## config.mk

```make
export PLATFORM = sky130hd
export DESIGN_NAME = ioc_top
export DESIGN_NICKNAME = d
export VERILOG_FILES = /design/src/ioc_pkg.sv /design/src/ioc_clk_sense.sv /design/src/ioc_top.sv
export SDC_FILE = /design/constraint.sdc
export NUM_CORES = 1
export LEC_CHECK = 0
export BUFFER_PORTS_ARGS = -buffer_cell sky130_fd_sc_hd__buf_2
export CAP_MARGIN = 20
export CORE_UTILIZATION = 47
export CTS_CLUSTER_DIAMETER = 100
export DETAILED_ROUTE_END_ITERATION = 10
export GPL_ROUTABILITY_DRIVEN = 0
export HOLD_SLACK_MARGIN = 0.12
export PLACE_DENSITY = 0.79
export SKIP_LAST_GASP = 1
export SLEW_MARGIN = 20
export SYNTH_ARGS = -nofsm -noshare
export SYNTH_HDL_FRONTEND = slang
export SYNTH_HIERARCHICAL = 1
export SYNTH_SLANG_ARGS = --single-unit
```

## constraint.sdc

```tcl
create_clock -name CLK -period 3.2 [get_ports CLK]
set_input_delay 0.64 -clock CLK [delete_from_list [all_inputs] [get_ports CLK]]
set_output_delay 0.64 -clock CLK [all_outputs]
set_load 0.05 [all_outputs]
```

## src/ioc_pkg.sv

```systemverilog
// Shared constants for the io cell: register offsets, field positions, reset values.
// Assumes a 32-bit classic Wishbone register bus with byte addressing.
package ioc_pkg;

	// ------------------------------------------------------------
	// Register offsets
	// ------------------------------------------------------------
	localparam logic [7:0]  CTRL_ADDR    = 8'h00;
	localparam logic [7:0]  STATUS_ADDR  = 8'h04;

	// ------------------------------------------------------------
	// Control field positions
	// ------------------------------------------------------------
	localparam int          CTRL_START   = 0;
	localparam int          CTRL_INV_IK  = 1;
	localparam int          CTRL_INV_OK  = 2;
	localparam int          CTRL_INV_O   = 3;
	localparam int          CTRL_INV_T   = 4;
	localparam int          CTRL_CAP_EN  = 5;
	localparam int          CTRL_IN_LAT  = 6;
	localparam int          CTRL_OREG_EN = 7;
	localparam int          CTRL_TREG_EN = 8;
	localparam int          CTRL_FAST    = 9;
	localparam int          CTRL_INIT_IN = 10;
	localparam int          CTRL_INIT_O  = 11;
	localparam int          CTRL_CE_IN   = 12;
	localparam int          CTRL_CE_OUT  = 13;
	localparam int          CTRL_INV_A   = 14;
	localparam int          CTRL_INV_B   = 15;
	localparam int          CTRL_FN_LSB  = 16;

	// ------------------------------------------------------------
	// Reset and mask values
	// ------------------------------------------------------------
	localparam logic [31:0] CTRL_RESET   = 32'h0000_3000;
	localparam logic [31:0] CTRL_WMASK   = 32'h0007_ffff;
	localparam logic        TREG_RESET   = 1'h1;

	// ------------------------------------------------------------
	// Output gate functions
	// ------------------------------------------------------------
	typedef enum logic [2:0] {
		FN_PASS = 3'h0,
		FN_MUX  = 3'h1,
		FN_AND  = 3'h2,
		FN_OR   = 3'h3,
		FN_XOR  = 3'h4
	} ioc_fn_t;

endpackage

```

## src/ioc_clk_sense.sv

```systemverilog
// Samples one cell clock, applies its optional inversion, marks rising edges.
// Assumes the cell clock is synchronous to clk and slower than it.
`timescale 1ns/1ps
module ioc_clk_sense (
	input  wire logic clk,
	input  wire logic srst,
	input  wire logic clk_in,
	input  wire logic invert,
	output logic      level,
	output logic      rise
);

	logic prev;
	logic next_level;
	logic next_prev;

	// ------------------------------------------------------------
	// Inversion and edge detection
	// ------------------------------------------------------------
	always_comb begin
		next_level = clk_in ^ invert;
		next_prev  = level;
	end

	// Register sampled level and its previous value
	// Both follow the pin in reset, so a high pin gives no false edge after it
	always_ff @(posedge clk) begin
		if (srst) begin
			level <= next_level;
			prev  <= next_level;
		end else begin
			level <= next_level;
			prev  <= next_prev;
		end
	end

	assign rise = level & ~prev;

endmodule

```

## src/ioc_top.sv

```systemverilog
// One io cell: fast-capture input path, output gate and register, three-state control.
// Assumes classic Wishbone on CLK; cell clocks and pad are synchronous samples on CLK.
//
// Register access over Wishbone and the register addresses were left to the implementer.
`timescale 1ns/1ps
module ioc_top (
	input  wire logic        CLK,
	input  wire logic        SRST,
	input  wire logic [7:0]  WB_ADR_I,
	input  wire logic [31:0] WB_DAT_I,
	input  wire logic        WB_WE_I,
	input  wire logic [3:0]  WB_SEL_I,
	input  wire logic        WB_STB_I,
	input  wire logic        WB_CYC_I,
	output logic      [31:0] WB_DAT_O,
	output logic             WB_ACK_O,
	input  wire logic        GLOBAL_SET_RESET,
	input  wire logic        SHARED_CLOCK_ENABLE,
	input  wire logic        IN_CLK,
	input  wire logic        OUT_CLK,
	input  wire logic        OUT_DATA,
	input  wire logic        OUT_DATA_B,
	input  wire logic        TRI_CTRL,
	input  wire logic        PAD_IN,
	output logic             PAD_OUT,
	output logic             PAD_OE,
	output logic             PAD_FAST,
	output logic             FAB_IN_DIRECT,
	output logic             FAB_IN_REG
);

	// ------------------------------------------------------------
	// Declarations
	// ------------------------------------------------------------
	logic [31:0] ctrl;
	logic [31:0] next_ctrl;
	logic        next_ack;
	logic [31:0] next_rdata;
	logic        req;
	logic        cap;
	logic        next_cap;
	logic        in_reg;
	logic        next_in_reg;
	logic        out_reg;
	logic        next_out_reg;
	logic        tri_reg;
	logic        next_tri_reg;
	logic        soft_done;
	logic        next_soft_done;
	logic        next_pad_out;
	logic        next_pad_oe;
	logic        next_pad_fast;
	logic        ik_lvl;
	logic        ik_rise;
	logic        ok_lvl;
	logic        ok_rise;
	logic        started;
	logic        ce_in;
	logic        ce_out;
	logic        in_src;
	logic        gate_out;
	logic        o_val;
	logic        t_val;
	logic        d_eff;
	logic        t_eff;
	ioc_pkg::ioc_fn_t fn;

	// Expand byte selects into a bit mask
	function automatic logic [31:0] lane_mask(input logic [3:0] sel);
		logic [31:0] m;
		m = 32'h0;
		for (int i = 0; i < 4; i++) begin
			m[i*8 +: 8] = {8{sel[i]}};
		end
		return m;
	endfunction

	// ------------------------------------------------------------
	// Configuration fields
	// ------------------------------------------------------------
	assign started = ctrl[ioc_pkg::CTRL_START];
	assign fn      = ioc_pkg::ioc_fn_t'(ctrl[ioc_pkg::CTRL_FN_LSB +: 3]);
	assign req     = WB_CYC_I & WB_STB_I;

	// ------------------------------------------------------------
	// Cell clock sensing
	// ------------------------------------------------------------
	// Input clock with its own inversion
	ioc_clk_sense u_ik (
		.clk    (CLK),
		.srst   (SRST),
		.clk_in (IN_CLK),
		.invert (ctrl[ioc_pkg::CTRL_INV_IK]),
		.level  (ik_lvl),
		.rise   (ik_rise)
	);

	// Output clock with its own inversion
	ioc_clk_sense u_ok (
		.clk    (CLK),
		.srst   (SRST),
		.clk_in (OUT_CLK),
		.invert (ctrl[ioc_pkg::CTRL_INV_OK]),
		.level  (ok_lvl),
		.rise   (ok_rise)
	);

	// ------------------------------------------------------------
	// Wishbone slave and configuration register
	// ------------------------------------------------------------
	// Ack one cycle after request, write on the acked edge
	always_comb begin
		logic [31:0] m;
		m          = 32'h0;
		next_ack   = req & ~WB_ACK_O;
		next_rdata = WB_DAT_O;
		next_ctrl  = ctrl;
		if (req && !WB_ACK_O) begin
			unique case (WB_ADR_I)
				ioc_pkg::CTRL_ADDR:   next_rdata = ctrl;
				ioc_pkg::STATUS_ADDR: next_rdata = {25'h0, started, soft_done, tri_reg,
					out_reg, in_reg, cap, PAD_IN};
				default:              next_rdata = 32'h0;
			endcase
		end
		if (req && WB_ACK_O && WB_WE_I && WB_ADR_I == ioc_pkg::CTRL_ADDR) begin
			m = lane_mask(WB_SEL_I) & ioc_pkg::CTRL_WMASK;
			if (started) begin
				m = m & (32'h1 << ioc_pkg::CTRL_START);
			end
			next_ctrl = (ctrl & ~m) | (WB_DAT_I & m);
			next_ctrl[ioc_pkg::CTRL_START] = ctrl[ioc_pkg::CTRL_START] |
				next_ctrl[ioc_pkg::CTRL_START];
		end
	end

	// Register bus state
	always_ff @(posedge CLK) begin
		if (SRST) begin
			ctrl     <= ioc_pkg::CTRL_RESET;
			WB_ACK_O <= 1'h0;
			WB_DAT_O <= 32'h0;
		end else begin
			ctrl     <= next_ctrl;
			WB_ACK_O <= next_ack;
			WB_DAT_O <= next_rdata;
		end
	end

	// ------------------------------------------------------------
	// Output gate, polarity and enables
	// ------------------------------------------------------------
	// Gate or mux ahead of the output register
	always_comb begin
		logic fa;
		logic fb;
		fa = ok_lvl ^ ctrl[ioc_pkg::CTRL_INV_A];
		fb = OUT_DATA ^ ctrl[ioc_pkg::CTRL_INV_B];
		unique case (fn)
			ioc_pkg::FN_MUX:  gate_out = ok_lvl ? OUT_DATA_B : OUT_DATA;
			ioc_pkg::FN_AND:  gate_out = fa & fb;
			ioc_pkg::FN_OR:   gate_out = fa | fb;
			ioc_pkg::FN_XOR:  gate_out = fa ^ fb;
			ioc_pkg::FN_PASS: gate_out = fb;
			default:          gate_out = fb;           // Spare codes pass
		endcase
		o_val  = gate_out ^ ctrl[ioc_pkg::CTRL_INV_O];
		t_val  = TRI_CTRL ^ ctrl[ioc_pkg::CTRL_INV_T];
		ce_in  = ~ctrl[ioc_pkg::CTRL_CE_IN] | SHARED_CLOCK_ENABLE;
		ce_out = ~ctrl[ioc_pkg::CTRL_CE_OUT] | SHARED_CLOCK_ENABLE;
		in_src = ctrl[ioc_pkg::CTRL_CAP_EN] ? cap : PAD_IN;
	end

	// ------------------------------------------------------------
	// Cell storage and pad drive
	// ------------------------------------------------------------
	// Next values of capture, input, output and three-state stages
	always_comb begin
		next_cap     = cap;
		next_in_reg  = in_reg;
		next_out_reg = out_reg;
		next_tri_reg = tri_reg;
		if (ctrl[ioc_pkg::CTRL_CAP_EN] && !ok_lvl) begin
			next_cap = PAD_IN;
		end
		if (ctrl[ioc_pkg::CTRL_IN_LAT]) begin
			if (ik_lvl && ce_in) begin
				next_in_reg = in_src;
			end
		end else if (ik_rise && ce_in) begin
			next_in_reg = in_src;
		end
		if (ok_rise && ce_out) begin
			next_out_reg = o_val;
			next_tri_reg = t_val;
		end
		if (GLOBAL_SET_RESET) begin
			next_in_reg  = ctrl[ioc_pkg::CTRL_INIT_IN];
			next_out_reg = ctrl[ioc_pkg::CTRL_INIT_O];
			next_tri_reg = ioc_pkg::TREG_RESET;
		end
		d_eff = ctrl[ioc_pkg::CTRL_OREG_EN] ? out_reg : o_val;
		t_eff = ctrl[ioc_pkg::CTRL_TREG_EN] ? tri_reg : t_val;
		next_pad_out   = d_eff;
		next_pad_oe    = started & ~t_eff;
		next_soft_done = soft_done | PAD_OE;
		next_pad_fast  = soft_done & ctrl[ioc_pkg::CTRL_FAST];
	end

	// Register cell state and pad outputs
	always_ff @(posedge CLK) begin
		if (SRST) begin
			cap           <= 1'h0;
			in_reg        <= 1'h0;
			out_reg       <= 1'h0;
			tri_reg       <= ioc_pkg::TREG_RESET;
			soft_done     <= 1'h0;
			PAD_OUT       <= 1'h0;
			PAD_OE        <= 1'h0;
			PAD_FAST      <= 1'h0;
			FAB_IN_DIRECT <= 1'h0;
			FAB_IN_REG    <= 1'h0;
		end else begin
			cap           <= next_cap;
			in_reg        <= next_in_reg;
			out_reg       <= next_out_reg;
			tri_reg       <= next_tri_reg;
			soft_done     <= next_soft_done;
			PAD_OUT       <= next_pad_out;
			PAD_OE        <= next_pad_oe;
			PAD_FAST      <= next_pad_fast;
			FAB_IN_DIRECT <= PAD_IN;
			FAB_IN_REG    <= in_reg;
		end
	end

endmodule

```

==> results.yml <==
grt:
  grt_max_degree: 38
  overflow: 0
  grt_pass1_wl_um: 7860
  grt.total_usage_pct: 19.9
  antenna_found_initial: 0
  grt_pass1_vias: 1721
critical_path:
  rrSetupSlack_ns: 0.85
  required_ns: 3.36
  critPathLaunchType: "input port"
  timing.rr.start: "u_ok/level$_DFF_P_"
  worstSetupPathType: "input port to flip-flop"
  reg2reg_depth: 8
  arrival_ns: 2.73
  cp_max_fo: 8
  endpoint_kind: "flip-flop"
  rr_endpoint: "PAD_OUT$_SDFF_PP0_"
routing:
  vias_per_cell: 5.19
  post-route-drc-count: 5
  dr.pass1.iters: 7
  wl_per_cell_um: 13.9
  drtIter0Drc: 101
  num_vias: 1823
  ant_nets: 0
  routed_wl_um: 4870
flow_run:
  cap_violations: 0
floorplanning:
  rows: 24
  start_util_pct: 50.3
  core_sq_um: 4500
  die_x_um: 71.4
  pin_count: 95
  die_h_um: 71.4
  die_area_sq_um: 5100
finish:
  drive_above_1_share_pct: 32.4
  register_area_sq_um: 1060
  multi_input_area_sq_um: 1080
  final_area_sq_um: 2690
  fill_cells: 391
  area_growth_syn_to_layout_pct: 19.0
  layout_common_cells: "67 x buf_2, 53 x dfxtp_1, 50 x nor2_1"
  nNetsFinal: 357
  final_common_cell: "buf_2"
  n_antenna_cell: 0
clock_network:
  cts-resized-gates: 0
  cts_buffers: 5
  cts-root-buf: "clkbuf_8"
  clkSinkCount: 53
  path_clk_slew_ns: 0.09
  cts_buffer_depth: 2
  post-cts-setup-buffer-count: 0
  insertion_delay_ns: 0.30
  cts_tree: "yes"
  htree_levels: 2
  postCtsHoldBufs: 0
worst_hold_path:
  hold_depth: 2
  holdCritStartpoint: "soft_done$_SDFF_PP0_"
  hold_path_class: "flip-flop to flip-flop"
  hold_end: "PAD_FAST$_SDFF_PP0_"
power_and_ir_drop:
  p_leak_nw: 1.18
  p_comb_share_pct: 10.5
  p_sw_mw: 0.288
  seqPwrFrac_pct: 58.5
  p_clk_share_pct: 31.1
  power_switching_share_pct: 25.1
  p_int_mw: 0.857
  peakVddDrop_v: 0.000267
  p_per_area_nw_per_um2: 425
timing:
  fin_skew_ns: 0.00600
  final_hold_viol_count: 0
  drv_slew: 0
  worst_pin_slew_ns: 0.700
  setup_viol: 0
  rsz0062_at_grt: "false"
  min_period_over_period_pct: 80.3
  timing.fmax_mhz: 389
  slew_headroom_pct: 53.3
  timing.final.crit_period_ns: 2.57
  tns_ns: 0
  setup_ws_ns: 0.631
synthesis:
  synth_cell_types: 31
  synth_seq_cells: 53
  syn_area_sq_um: 2260
  syn_avg_cell_area_sq_um: 9.84
  yosys_warnings: 6
  syn_inst: 230
  synth-seq-area-share_pct: 46.9
placement:
  placed_area_sq_um: 2610
  hpwl_um: 3520
  port-buffer-count: 67
  post-place-ws_ns: 0.355
run_status:
  outcome: "complete, but fails checks"
  violations: "design-rule violations"
[power groups by stage]
stage	clock network (mW)	registers [mW]	logic, mW
floorplan	0	0.691	0.0834
global placement	0	0.684	0.117
detailed placement	0	0.685	0.118
CTS	0.370	0.669	0.120
global route	0.398	0.670	0.128
finish	0.355	0.669	0.120
[critical path, cell delays in order]
cell and delay [ns]:
buf_2 0.09, or4_4 0.54, or4_4 0.57, nor3b_2 0.33, buf_4 0.24, mux2i_1 0.23, nor2_1 0.08
[synthesized netlist by cell type]
master	number	area [sq um]
xnor2_1	2	17.5
nand3b_1	1	7.51
inv_1	5	18.8
o31ai_1	1	7.51
nand2_1	4	15.0
dfxtp_1	53	1060
nand4_1	1	6.26
mux2i_1	22	220
nor4bb_1	2	20.0
nor3b_1	2	15.0
clkbuf_1	9	33.8
mux2_4	2	30.0
buf_6	1	11.3
ha_1	2	25.0
or3_1	2	12.5
a211o_1	2	17.5
or4_4	2	22.5
nor3b_2	2	25.0
o21ai_0	2	10.0
nor3_1	1	5.00
xor2_1	5	43.8
mux2_2	9	101
nor2_1	50	188
o31a_1	1	8.76
a221oi_1	2	17.5
conb_1	1	3.75
a22oi_1	19	143
nor2b_1	8	50.1
a31o_2	1	8.76
buf_4	14	105
nor4_1	2	12.5
[routing by layer]
metal / GRT usage, % / share of wire, %
met2: 32.4 / 49
met3: 4.08 / 5.3
met5: 0 / 0
met4: 8.44 / 0.92
met1: 25.7 / 44
[how the worst max path moves through the flow]
stage / cells past startpoint / start / to
after global routing: 7 / WB_ADR_I[5] / flip-flop
after floorplan: 6 / WB_ADR_I[5] / flip-flop
after CTS: 7 / WB_ADR_I[5] / flip-flop
after detailed placement: 7 / WB_ADR_I[5] / flip-flop
after global placement: 7 / WB_ADR_I[5] / flip-flop
final: 7 / WB_ADR_I[5] / flip-flop
[logic make-up (layout without fill, tap and decap cells)]
logic type,after synthesis,after routing,synth area share (%)
muxes,33,33,15.5
other,1,13,0.166
and+or+nand+nor,77,77,16.7
AOI/OAI and AO/OA,28,28,9.40
buffers and inverters,29,86,7.46
DFF,53,53,46.9
adders and majority gates,2,2,1.11
xor gates and xnor gates,7,7,2.71
[per-stage QoR]
stage               util (%)  hold WS [ns]  std cells  total power [mW]
floorplan                  -         0.422        242             0.774
global placement        57.9         0.448        343             0.802
detailed placement      57.9         0.448        343             0.803
CTS                     59.8         0.464        351              1.16
global route            59.8         0.492        351              1.20
finish                  59.8         0.460        351              1.14
[area by class of cell]
cell class                 count  area share [%]
sequential                    53            39.4
multi-input combinational    160            40.3
clock buffer                   6            2.70
inverter                       5           0.697
tap                           52            2.42
clock inverter                 2           0.372
timing repair buffer          73            14.1
(Power assumes the default switching activity.)
